[src/hdl/hwpdc_pkg.sv]
`default_nettype none
package hwpdc_pkg;

    // register offsets as printed, used directly as the port address
    localparam logic [7:0]  HWPDC_PIN_SETUP_OFS  = 8'ha4;
    localparam logic [7:0]  HWPDC_DEV_ONE_OFS    = 8'ha6;
    localparam logic [7:0]  HWPDC_DEV_TWO_OFS    = 8'ha8;

    // values after reset
    localparam logic [31:0] HWPDC_PIN_SETUP_RST  = 32'h00000000;
    localparam logic [31:0] HWPDC_DEV_TWO_RST    = 32'h00000000;
    localparam logic [31:0] HWPDC_DEV_ONE_FIXED  = 32'h00000000;
    // bits of device_setup_one with a fixed reset value (31..27, 4..0)
    localparam logic [31:0] HWPDC_DEV_ONE_MASK   = 32'hf800001f;
    localparam logic [31:0] HWPDC_READ_IDLE      = 32'h00000000;

    // field positions, hardware_pin_setup
    localparam int unsigned HWPDC_SPEED_LSB      = 0;
    localparam int unsigned HWPDC_BRAKE_OVR_LSB  = 2;
    localparam int unsigned HWPDC_ALIGN_SEL_BIT  = 4;
    localparam int unsigned HWPDC_BRAKE_MODE_BIT = 5;
    // field positions, device_setup_one
    localparam int unsigned HWPDC_RANGE_LSB      = 0;
    localparam int unsigned HWPDC_ADDR_LSB       = 20;
    localparam int unsigned HWPDC_OUT_SEL_LSB    = 28;
    localparam int unsigned HWPDC_PARITY_BIT     = 31;

    localparam int unsigned HWPDC_SYNC_STAGES    = 3;

    typedef enum logic [1:0]
    {
        HWPDC_BRK_FOLLOW_PIN = 2'h0,
        HWPDC_BRK_FORCE_ON   = 2'h1,
        HWPDC_BRK_FORCE_OFF  = 2'h2,
        HWPDC_BRK_PIN_ALT    = 2'h3
    } hwpdc_brake_ovr_t;

    typedef enum logic [1:0]
    {
        HWPDC_SPD_ANALOG = 2'h0,
        HWPDC_SPD_DUTY   = 2'h1,
        HWPDC_SPD_REG    = 2'h2,
        HWPDC_SPD_FREQ   = 2'h3
    } hwpdc_speed_src_t;

    typedef enum logic [1:0]
    {
        HWPDC_OUT_NONE = 2'h0,
        HWPDC_OUT_A    = 2'h1,
        HWPDC_OUT_B    = 2'h2,
        HWPDC_OUT_C    = 2'h3
    } hwpdc_out_sel_t;

    typedef enum logic [1:0]
    {
        HWPDC_RANGE_15V  = 2'h0,
        HWPDC_RANGE_30V  = 2'h1,
        HWPDC_RANGE_60V  = 2'h2,
        HWPDC_RANGE_UNDF = 2'h3
    } hwpdc_range_t;

    typedef struct packed
    {
        logic lowside_on;
        logic align_on;
        logic use_config_angle;
    } hwpdc_brake_ctl_t;

    typedef struct packed
    {
        logic analog;
        logic duty;
        logic reg_override;
        logic freq;
    } hwpdc_speed_sel_t;

endpackage
`default_nettype wire

[src/hdl/hwpdc_config_regs.sv]
// What this block does
// - hardware_pin_setup resets to zero, so the brake pin rules and speed comes from analog.
// - the brake mode bit picks low-side brake on zero and align brake on one.
// - the align angle bit picks the last commutation angle on zero, the configured one on one.
// - brake override zero or three follows the pin, one forces braking, two forces none.
// - the speed source field picks analog, duty cycle, register or pin frequency.
// - device_setup_one loads its open fields from stored setup; fixed fields reset to zero.
// - the supply range field picks 15 V, 30 V or 60 V scaling; three is flagged invalid.
// - device_setup_two sits at offset a8 and resets to zero.
//
// The implementer's own choice: the plain strobed port.
`timescale 1ns/1ns
`default_nettype none
module hwpdc_config_regs
#(
    parameter logic [31:0] STORED_DEFAULT = 32'h00000000
)
(
    input  wire logic                        clk,
    input  wire logic                        reset,
    input  wire logic [7:0]                  addr,
    input  wire logic [31:0]                 wr_data,
    input  wire logic                        wr_en,
    input  wire logic                        rd_en,
    output logic      [31:0]                 rd_data_q,
    input  wire logic                        stored_load,
    input  wire logic [31:0]                 stored_data,
    input  wire logic                        brake_pin,
    input  wire logic                        output_option_a,
    input  wire logic                        output_option_b,
    input  wire logic                        output_option_c,
    output logic                             multi_out_q,
    output hwpdc_pkg::hwpdc_brake_ctl_t      brake_ctl_q,
    output hwpdc_pkg::hwpdc_speed_sel_t      speed_sel_q,
    output logic      [6:0]                  target_addr_q,
    output logic      [1:0]                  supply_range_select_q,
    output logic                             supply_range_valid_q,
    output logic      [31:0]                 device_setup_two_q
);

    logic [31:0] pin_setup_q;
    logic [31:0] pin_setup_d;
    logic [31:0] dev_one_q;
    logic [31:0] dev_one_d;
    logic [31:0] dev_two_d;
    logic [31:0] rd_data_d;

    logic [hwpdc_pkg::HWPDC_SYNC_STAGES-1:0] brake_sync_q;
    logic [hwpdc_pkg::HWPDC_SYNC_STAGES-1:0] brake_sync_d;
    logic                                    brake_level_q;
    logic                                    brake_level_d;

    hwpdc_pkg::hwpdc_brake_ctl_t brake_ctl_d;
    hwpdc_pkg::hwpdc_speed_sel_t speed_sel_d;
    logic                        multi_out_d;
    logic [6:0]                  target_addr_d;
    logic [1:0]                  supply_range_d;
    logic                        supply_range_valid_d;

    hwpdc_pkg::hwpdc_brake_ovr_t brake_ovr;
    hwpdc_pkg::hwpdc_speed_src_t speed_src;
    hwpdc_pkg::hwpdc_out_sel_t   out_sel;
    hwpdc_pkg::hwpdc_range_t     range_sel;
    logic                        brake_req;

    // register file: software writes, stored-setup load, read port
    always_comb
    begin
        pin_setup_d = pin_setup_q;
        dev_one_d   = dev_one_q;
        dev_two_d   = device_setup_two_q;
        rd_data_d   = hwpdc_pkg::HWPDC_READ_IDLE;
        if (stored_load)
        begin
            // open fields only; fixed fields keep their value
            dev_one_d = (dev_one_q & hwpdc_pkg::HWPDC_DEV_ONE_MASK)
                      | (stored_data & ~hwpdc_pkg::HWPDC_DEV_ONE_MASK);
        end
        if (wr_en)
        begin
            case (addr)
                // all 32 bits stored, parity and reserved included
                hwpdc_pkg::HWPDC_PIN_SETUP_OFS: pin_setup_d = wr_data;
                hwpdc_pkg::HWPDC_DEV_ONE_OFS:   dev_one_d   = wr_data;
                hwpdc_pkg::HWPDC_DEV_TWO_OFS:   dev_two_d   = wr_data;
                default:                        pin_setup_d = pin_setup_q;
            endcase
        end
        if (rd_en)
        begin
            case (addr)
                hwpdc_pkg::HWPDC_PIN_SETUP_OFS: rd_data_d = pin_setup_q;
                hwpdc_pkg::HWPDC_DEV_ONE_OFS:   rd_data_d = dev_one_q;
                hwpdc_pkg::HWPDC_DEV_TWO_OFS:   rd_data_d = device_setup_two_q;
                default:                        rd_data_d = hwpdc_pkg::HWPDC_READ_IDLE;
            endcase
        end
    end

    always_ff @(posedge clk)
    begin
        if (reset)
        begin
            pin_setup_q        <= hwpdc_pkg::HWPDC_PIN_SETUP_RST;
            // fixed fields zero, open fields take the stored default
            dev_one_q          <= (STORED_DEFAULT & ~hwpdc_pkg::HWPDC_DEV_ONE_MASK)
                                | hwpdc_pkg::HWPDC_DEV_ONE_FIXED;
            device_setup_two_q <= hwpdc_pkg::HWPDC_DEV_TWO_RST;
            rd_data_q          <= hwpdc_pkg::HWPDC_READ_IDLE;
        end
        else
        begin
            pin_setup_q        <= pin_setup_d;
            dev_one_q          <= dev_one_d;
            device_setup_two_q <= dev_two_d;
            rd_data_q          <= rd_data_d;
        end
    end

    // brake pin synchroniser; level changes once stages two and three agree
    always_comb
    begin
        brake_sync_d  = {brake_sync_q[hwpdc_pkg::HWPDC_SYNC_STAGES-2:0], brake_pin};
        brake_level_d = brake_level_q;
        if (brake_sync_q[1] == brake_sync_q[2])
        begin
            brake_level_d = brake_sync_q[2];
        end
    end

    always_ff @(posedge clk)
    begin
        if (reset)
        begin
            brake_sync_q  <= '0;
            brake_level_q <= 1'b0;
        end
        else
        begin
            brake_sync_q  <= brake_sync_d;
            brake_level_q <= brake_level_d;
        end
    end

    // decode of the configuration into control outputs
    always_comb
    begin
        brake_ovr = hwpdc_pkg::hwpdc_brake_ovr_t'(
                    pin_setup_q[hwpdc_pkg::HWPDC_BRAKE_OVR_LSB +: 2]);
        speed_src = hwpdc_pkg::hwpdc_speed_src_t'(
                    pin_setup_q[hwpdc_pkg::HWPDC_SPEED_LSB +: 2]);
        out_sel   = hwpdc_pkg::hwpdc_out_sel_t'(
                    dev_one_q[hwpdc_pkg::HWPDC_OUT_SEL_LSB +: 2]);
        range_sel = hwpdc_pkg::hwpdc_range_t'(
                    dev_one_q[hwpdc_pkg::HWPDC_RANGE_LSB +: 2]);

        case (brake_ovr)
            hwpdc_pkg::HWPDC_BRK_FOLLOW_PIN: brake_req = brake_level_q;
            hwpdc_pkg::HWPDC_BRK_FORCE_ON:   brake_req = 1'b1;
            hwpdc_pkg::HWPDC_BRK_FORCE_OFF:  brake_req = 1'b0;
            hwpdc_pkg::HWPDC_BRK_PIN_ALT:    brake_req = brake_level_q;
            default:                         brake_req = brake_level_q;
        endcase

        brake_ctl_d.lowside_on = brake_req
                               & ~pin_setup_q[hwpdc_pkg::HWPDC_BRAKE_MODE_BIT];
        brake_ctl_d.align_on   = brake_req
                               & pin_setup_q[hwpdc_pkg::HWPDC_BRAKE_MODE_BIT];
        brake_ctl_d.use_config_angle = pin_setup_q[hwpdc_pkg::HWPDC_ALIGN_SEL_BIT];

        speed_sel_d.analog       = (speed_src == hwpdc_pkg::HWPDC_SPD_ANALOG);
        speed_sel_d.duty         = (speed_src == hwpdc_pkg::HWPDC_SPD_DUTY);
        speed_sel_d.reg_override = (speed_src == hwpdc_pkg::HWPDC_SPD_REG);
        speed_sel_d.freq         = (speed_src == hwpdc_pkg::HWPDC_SPD_FREQ);

        case (out_sel)
            hwpdc_pkg::HWPDC_OUT_NONE: multi_out_d = 1'b0;
            hwpdc_pkg::HWPDC_OUT_A:    multi_out_d = output_option_a;
            hwpdc_pkg::HWPDC_OUT_B:    multi_out_d = output_option_b;
            hwpdc_pkg::HWPDC_OUT_C:    multi_out_d = output_option_c;
            default:                   multi_out_d = 1'b0;
        endcase

        target_addr_d        = dev_one_q[hwpdc_pkg::HWPDC_ADDR_LSB +: 7];
        supply_range_d       = range_sel;
        supply_range_valid_d = (range_sel != hwpdc_pkg::HWPDC_RANGE_UNDF);
    end

    always_ff @(posedge clk)
    begin
        if (reset)
        begin
            brake_ctl_q           <= '0;
            speed_sel_q           <= '0;
            multi_out_q           <= 1'b0;
            target_addr_q         <= 7'h00;
            supply_range_select_q <= 2'h0;
            supply_range_valid_q  <= 1'b0;
        end
        else
        begin
            brake_ctl_q           <= brake_ctl_d;
            speed_sel_q           <= speed_sel_d;
            multi_out_q           <= multi_out_d;
            target_addr_q         <= target_addr_d;
            supply_range_select_q <= supply_range_d;
            supply_range_valid_q  <= supply_range_valid_d;
        end
    end

endmodule
`default_nettype wire

[config.mk]
export PLATFORM = sky130hd
export DESIGN_NAME = hwpdc_config_regs
export DESIGN_NICKNAME = d
export VERILOG_FILES = /design/src/hdl/hwpdc_pkg.sv /design/src/hdl/hwpdc_config_regs.sv
export SDC_FILE = /design/constraint.sdc
export NUM_CORES = 1
export LEC_CHECK = 0
export BUFFER_PORTS_ARGS = -buffer_cell sky130_fd_sc_hd__buf_4
export CORE_ASPECT_RATIO = 1.25
export CORE_UTILIZATION = 50
export DETAILED_ROUTE_END_ITERATION = 12
export PLACE_DENSITY = 0.76
export SETUP_SLACK_MARGIN = 0.3
export SYNTH_ARGS = -nofsm -noshare
export SYNTH_HDL_FRONTEND = slang
export SYNTH_SLANG_ARGS = --single-unit
[constraint.sdc]
create_clock -name clk -period 1.78 [get_ports clk]
set_input_delay 0.089 -clock clk [delete_from_list [all_inputs] [get_ports clk]]
set_output_delay 0.089 -clock clk [all_outputs]
set_load 0.01 [all_outputs]
==> flow_summary_export.csv, run 1 <==
group,metric,value,unit
cts,cts_buffers,17,
cts,h-tree-depth,4,
cells_and_area,multi_input_area,2990,µm²
grt,antenna_found_initial,0,
power_and_ir_drop,p_total,8.02,mW
drt,drtIter0Drc,178,
place,gp_congestion,0.730,
cells_and_area,final_common_cell,"buf_4",
run_status,outcome,"finished, final reports clean",
cts,cts_tree,"done",
synthesis,synth_area_per_cell,10.8,µm²
timing,fmax,753,MHz
cells_and_area,layout-drive-gt1-share,34.5,%
timing,worst_pin_slew,0.474,ns
synthesis,netlist_area,6230,µm²
floorplanning,die_h,127,µm
timing,setup_slack,0.453,ns
floorplanning,ioPinCount,163,
floorplanning,coreArea,12200,µm²
cells_and_area,area_delta_synth_final,35.3,%
worst_setup_path,path_max_fanout,3,
timing,fin_skew,0.00663,ns
floorplanning,die_w,102,µm
synthesis,synthesis.instances,577,
cells_and_area,final_util,69.3,%
cts,cts.clk_slew.worst_paths,0.06,ns
worst_setup_path,worstSetupStartpointType,"register",
drt,drc,0,
drt,ant_nets,0,
cts,root_buffer,"clkbuf_16",
timing,finalHoldViolCount,0,
grt,grt_util_all_layers,24.4,%
cts,clock_sinks,150,
synthesis,synthArstFlopShare,0,%
cells_and_area,regArea,3000,µm²
worst_setup_path,cp.required,2.11,ns
cells_and_area,fillCellCount,944,
place,dp_hpwl,9490,µm
timing,setup_tns,0,ns
synthesis,synth_edf_count,0,
cts,clk_latency,0.42,ns
synthesis,synthDistinctLibCells,29,
grt,grt_pass1_wl,24000,µm
synthesis,yosys_warnings,0,
cells_and_area,mostFrequentLayoutCells,"buf_4 (163), dfxtp_1 (150), mux2i_1 (118)",
cells_and_area,diodes,0,
timing,fin_hold_ws,0.0108,ns
place,pre_cts_ws,0.366,ns
power_and_ir_drop,ir_drop,0.555,mV
place,port-buffer-count,152,
power_and_ir_drop,cellPowerDensity,952,nW/µm²
worst_setup_path,setup.worst_path.end_class,"register",
cells_and_area,nets,825,
cts,ctsResizeCount,0,
grt,grt_pass1_vias,4795,
grt,grt_max_degree,58,
drt,wl_per_cell,16.6,µm
cts,cts.path.max_buffers,2,
worst_setup_path,crit_type,"register to register",
synthesis,synth_ff_type,"dfxtp_1",
floorplanning,start_util,51.2,%
timing,setup_viol,0,
power_and_ir_drop,leakagePower,3.88,nW
drt,via_count,4716,
synthesis,ys_ff_latch,150,
timing,grt_setup_unrepaired,"no",
timing,min_period,1.33,ns
flow_run,drv_cap,0,
timing,min_period_over_period,74.6,%
synthesis,synthesis.nets,659,
synthesis,yosysSeqAreaShare,48.2,%
min_path,hold_path_class,"primary input to register",
drt,routed_wl,15300,µm
timing,final-max-slew-violation-count,0,
timing,slew_headroom,68.4,%
floorplanning,rows,45,
floorplanning,dieArea,12900,µm²
drt,first_pass_iters,5,
drt,viasPerCell,5.13,
worst_setup_path,arrival,1.65,ns
grt,overflow,0,
==> through the flow <==
| stage | area (µm²) | std cells |
|---|---|---|
| after CTS | 8430 | 920 |
| after global routing | 8430 | 920 |
| final | 8430 | 920 |
| after global placement | 7500 | 864 |
| after detailed placement | 7500 | 864 |
| after floorplan | 6230 | 577 |
==> worst max-delay path, cell delays in order, from the launching register on <==
cell and delay, ns:
dfxtp_1 0.36, inv_1 0.06, ha_1 0.29, or2_2 0.29, a211oi_1 0.24
==> sequential cells by signal (all words and copies together) (netlist names) <==
name,flops
brake_level_q,1
dev_one_q,32
brake_sync_q,3
speed_sel_q,4
pin_setup_q,32
brake_ctl_q,3
target_addr_q,7
supply_range_valid_q,1
device_setup_two_q,32
supply_range_select_q,2
multi_out_q,1
rd_data_q,32
==> cells by family after synthesis <==
family | count (synthesis) | share of synthesized area (%)
AND/OR/NAND/NOR | 188 | 18.2
multiplexers | 151 | 24.9
flip-flops | 150 | 48.2
buffers and inverters | 49 | 3.96
AO/OA/AOI/OAI | 38 | 4.42
adder cells (fa/ha/maj) | 1 | 0.201
==> report_power, final <==
group | switching [mW] | internal, mW | total [mW]
Sequential | 0.0222 | 3.40 | 3.42
Clock | 1.45 | 2.63 | 4.08
Combinational | 0.225 | 0.296 | 0.521
==> final cells by class <==
type / count / share of cell area (%)
sequential: 150 / 35.6
multi-input combinational: 378 / 35.5
timing repair buffer: 190 / 18.1
clock buffer: 20 / 5.54
clock inverter: 12 / 2.54
tap: 164 / 2.44
inverter: 6 / 0.267
==> synth_stat cells (4+ instances only) <==
cell type	count	area, µm²
a22oi_1	32	240
buf_2	11	55.1
buf_4	4	30.0
clkbuf_1	24	90.1
dfxtp_1	150	3000
inv_1	6	22.5
mux2_2	33	372
mux2i_1	118	1180
nand2b_1	106	663
nor2_1	34	128
nor2b_1	11	68.8
or2_2	23	144
==> per-layer routing <==
layer / wire (µm) / global-route usage, %
met5: 0 / 0
met4: 253 / 8.78
met3: 765 / 6.45
met2: 7750 / 42.0
met1: 6500 / 28.8
==> path summary, 6_finish.rpt <==
path | start | to | slack, ns | depth (start not counted)
setup / recovery | pin_setup_q[2] | brake_ctl_q[1] | 0.45 | 4
hold reg to reg | brake_sync_q[0] | brake_sync_q[1] | 0.45 | 1
setup reg to reg | pin_setup_q[2] | brake_ctl_q[1] | 0.45 | 4
hold / removal | wr_data[2] | pin_setup_q[2] | 0.01 | 3
==> what timing repair did <==
action,in CTS,in global routing
hold buffers,24,0
endpoints found under the hold margin,41,0
buffers inserted,0,0
(Power assumes the default switching activity.)
==> run 2: changes to the inputs <==
--- a/config.mk
+++ b/config.mk
@@ -5,9 +5,10 @@
 export SDC_FILE = /design/constraint.sdc
 export NUM_CORES = 1
 export LEC_CHECK = 0
+export ABC_AREA = 1
 export BUFFER_PORTS_ARGS = -buffer_cell sky130_fd_sc_hd__buf_4
 export CORE_ASPECT_RATIO = 1.25
-export CORE_UTILIZATION = 50
+export CORE_UTILIZATION = 48
 export DETAILED_ROUTE_END_ITERATION = 12
 export PLACE_DENSITY = 0.76
 export SETUP_SLACK_MARGIN = 0.3
==> constraint.sdc (replaced) <==
create_clock -name clk -period 1.2 [get_ports clk]
set_input_delay 0.06 -clock clk [delete_from_list [all_inputs] [get_ports clk]]
set_output_delay 0.06 -clock clk [all_outputs]
set_load 0.01 [all_outputs]
==> run 2 against run 1 <==
Register-to-register slack got worse by 0.36 ns. Combinational power rose by 67%. Hold slack got worse by 0.0010 ns. Via count rose by 43%. Largest cell class unchanged. Non-clock buffer count rose by 77. Critical path depth rose by 2. Synthesized cell count rose by 69%. Die area rose by 7.7%. Core utilization rose by 7.9 points. Sequential share of layout area fell by 4.4 points.
==> flow_summary_export.csv, run 2 <==
group,metric,value,unit
worst_setup_path,arrival,1.44,ns
cts,cts_tree,"done",
timing,final-max-slew-violation-count,0,
synthesis,synthTopCellsByArea,"dfxtp_1 (47%), nor2_1 (19%), nand2_1 (13%), inv_1 (6.0%), nand3_1 (5.1%)",
timing,setup_viol,0,
cells_and_area,final_common_cell,"nor2_1",
cts,clk_latency,0.41,ns
floorplanning,die_h,132,µm
synthesis,yosys_warnings,0,
synthesis,synthDistinctLibCells,22,
worst_setup_path,path_max_fanout,2,
synthesis,synth_area_per_cell,6.60,µm²
grt,grt_max_degree,65,
cells_and_area,layout-drive-gt1-share,30.3,%
drt,ant_nets,0,
worst_setup_path,path_delay_family,"flip-flops",
synthesis,netlist_area,6440,µm²
synthesis,yosysTopAreaCell,"dfxtp_1",
worst_setup_path,setup.worst_path.end_class,"register",
timing,grt_setup_unrepaired,"yes",
timing,worst_pin_slew,0.551,ns
synthesis,yosysMostFrequentCell,"nor2_1",
drt,drc,0,
synthesis,synthArstFlopShare,0,%
cts,clock_sinks,150,
grt,grt_util_all_layers,27.3,%
power_and_ir_drop,ir_drop,1.02,mV
place,numPlacedInstances,1264,
power_and_ir_drop,leakagePower,5.08,nW
timing,finalHoldViolCount,0,
cells_and_area,area_delta_synth_final,54.3,%
worst_setup_path,slowest_delay,0.33,ns
synthesis,synthesis.nets,1058,
grt,overflow,0,
drt,drtIter0Drc,341,
place,gp_congestion,0.745,
timing,fmax,900,MHz
floorplanning,start_util,50.0,%
drt,wl_per_cell,14.1,µm
run_status,outcome,"finished, final reports clean",
drt,routed_wl,19600,µm
flow_run,drv_cap,0,
synthesis,synth_ff_type,"dfxtp_1",
floorplanning,rows,46,
drt,first_pass_iters,5,
synthesis,yosys.area.top_type_share,46.6,%
cells_and_area,multi_input_area,2900,µm²
cells_and_area,regArea,3100,µm²
synthesis,yosysSeqAreaShare,46.6,%
floorplanning,die_w,106,µm
worst_setup_path,cp.required,1.53,ns
place,dp_hpwl,10300,µm
worst_setup_path,cpMostUsedCell,"inv_2",
grt,grt_pass1_wl,30300,µm
cts,cts.path.max_buffers,2,
cts,cts_buffers,17,
synthesis,synthesis.instances,976,
floorplanning,dieArea,13900,µm²
drt,viasPerCell,4.85,
cells_and_area,diodes,0,
timing,fin_hold_ws,0.00977,ns
timing,fin_skew,0.00553,ns
grt,grt_pass1_vias,6429,
timing,slew_headroom,63.2,%
cts,h-tree-depth,4,
worst_setup_path,crit_type,"register to register",
floorplanning,coreArea,12900,µm²
grt,antenna_found_initial,0,
synthesis,ys_ff_latch,150,
cells_and_area,mostFrequentLayoutCells,"nor2_1 (320), nand2_1 (222), buf_4 (112)",
cells_and_area,fillCellCount,881,
synthesis,synth_edf_count,0,
min_path,hold_path_class,"primary input to register",
worst_setup_path,crit_chain,"inv_2 > ha_4 > inv_2 > a21oi_2 > o21ai_2 > nor2_1",
power_and_ir_drop,cellPowerDensity,1160,nW/µm²
place,port-buffer-count,152,
worst_setup_path,worst_path_max_delay_cell,"dfxtp_2",
timing,min_period,1.11,ns
cts,root_buffer,"clkbuf_16",
drt,via_count,6736,
cts,cts.clk_slew.worst_paths,0.06,ns
cells_and_area,nets,1291,
worst_setup_path,worstSetupStartpointType,"register",
cells_and_area,stdcell_count,1390,
synthesis,netlist_top_cells_count,"nor2_1 (325), nand2_1 (228), dfxtp_1 (150)",
worst_setup_path,cp_num_buf_inv,2,
timing,min_period_over_period,92.6,%
floorplanning,ioPinCount,163,
run 2: changes by cell type after synthesis, sizes merged, moves of 23 or more:
cell	change
nor2	+295
nand2	+232
mux2i	-115
nand2b	-106
inv	+100
nand3	+68
mux2	-33
a22oi	-32
or2	-23
run 2: worst paths after layout:
kind / cells after the start / from / slack, ns / end
max: 6 / pin_setup_q[2] / 0.09 / brake_ctl_q[1]
min: 5 / output_option_c / 0.01 / multi_out_q
max reg2reg: 6 / pin_setup_q[2] / 0.09 / brake_ctl_q[1]
min reg2reg: 1 / dev_one_q[1] / 0.43 / supply_range_valid_q
run 2: worst register-to-register path: cells and delay by family, from the launching register on:
family                   cells  cell delay, ns
AO/OA/AOI/OAI                2            0.21
adder cells (fa/ha/maj)      1            0.25
buffers and inverters        2            0.09
flip-flops                   1            0.33
AND/OR/NAND/NOR              1            0.16
run 2: cells by family (layout without fill, tap and decap cells):
| group | after synthesis | after routing | synth area share [%] |
|---|---|---|---|
| fa+ha+maj | 1 | 1 | 0.194 |
| buf+inv | 159 | 405 | 10.9 |
| mux | 3 | 3 | 0.466 |
| flops | 150 | 150 | 46.6 |
| simple gates | 637 | 637 | 39.8 |
| compound gates | 26 | 26 | 2.02 |
run 2: area by class of cell:
cell class | count | area share [%]
Inverter | 106 | 4.45
Multi-Input combinational cell | 667 | 29.1
Clock inverter | 13 | 1.82
Sequential cell | 150 | 31.2
Tap cell | 168 | 2.11
Clock buffer | 19 | 4.35
Timing Repair Buffer | 267 | 26.9
run 2: routing by layer:
metal	global-route usage, %	part of all wire [%]	vias to the layer above	wire length, µm
li1	-	-	3368	-
met1	30.1	39	3067	7700
met2	50.5	53	245	10300
met3	4.86	5.3	56	1050
met4	11.7	2.7	0	536
met5	0	0	-	0
run 2: repair_timing:
| action | CTS | global route |
|---|---|---|
| hold endpoints to repair | 107 | 1 |
| endpoints found under the setup margin | 84 | 109 |
| pin swaps | 3 | 11 |
| hold buffers | 57 | 1 |
| resized for setup | 147 | 36 |
| gates cloned | 0 | 3 |
| buffers inserted | 25 | 8 |
run 2: through the flow:
step	total power, mW	TNS [ns]	area, µm²	util, %	worst slack (ns)
2_1_floorplan	5.49	0	6650	-	0.230
3_3_place_gp	5.81	-0.0534	7950	61.7	-0.00916
3_5_place_dp	5.82	-1.21	7950	61.7	-0.0626
4_1_cts	11.5	0	9710	75.3	0.176
5_1_grt	11.8	0	9950	77.2	0.0517
6_report	11.5	0	9950	77.2	0.0893
run 2: report_power, final:
| part | internal [mW] | switching (mW) | leakage [nW] |
|---|---|---|---|
| logic | 0.437 | 0.433 | 3.53 |
| registers | 5.04 | 0.0262 | 1.25 |
| clock network | 3.47 | 2.08 | 0.297 |
| total | 8.95 | 2.54 | 5.08 |
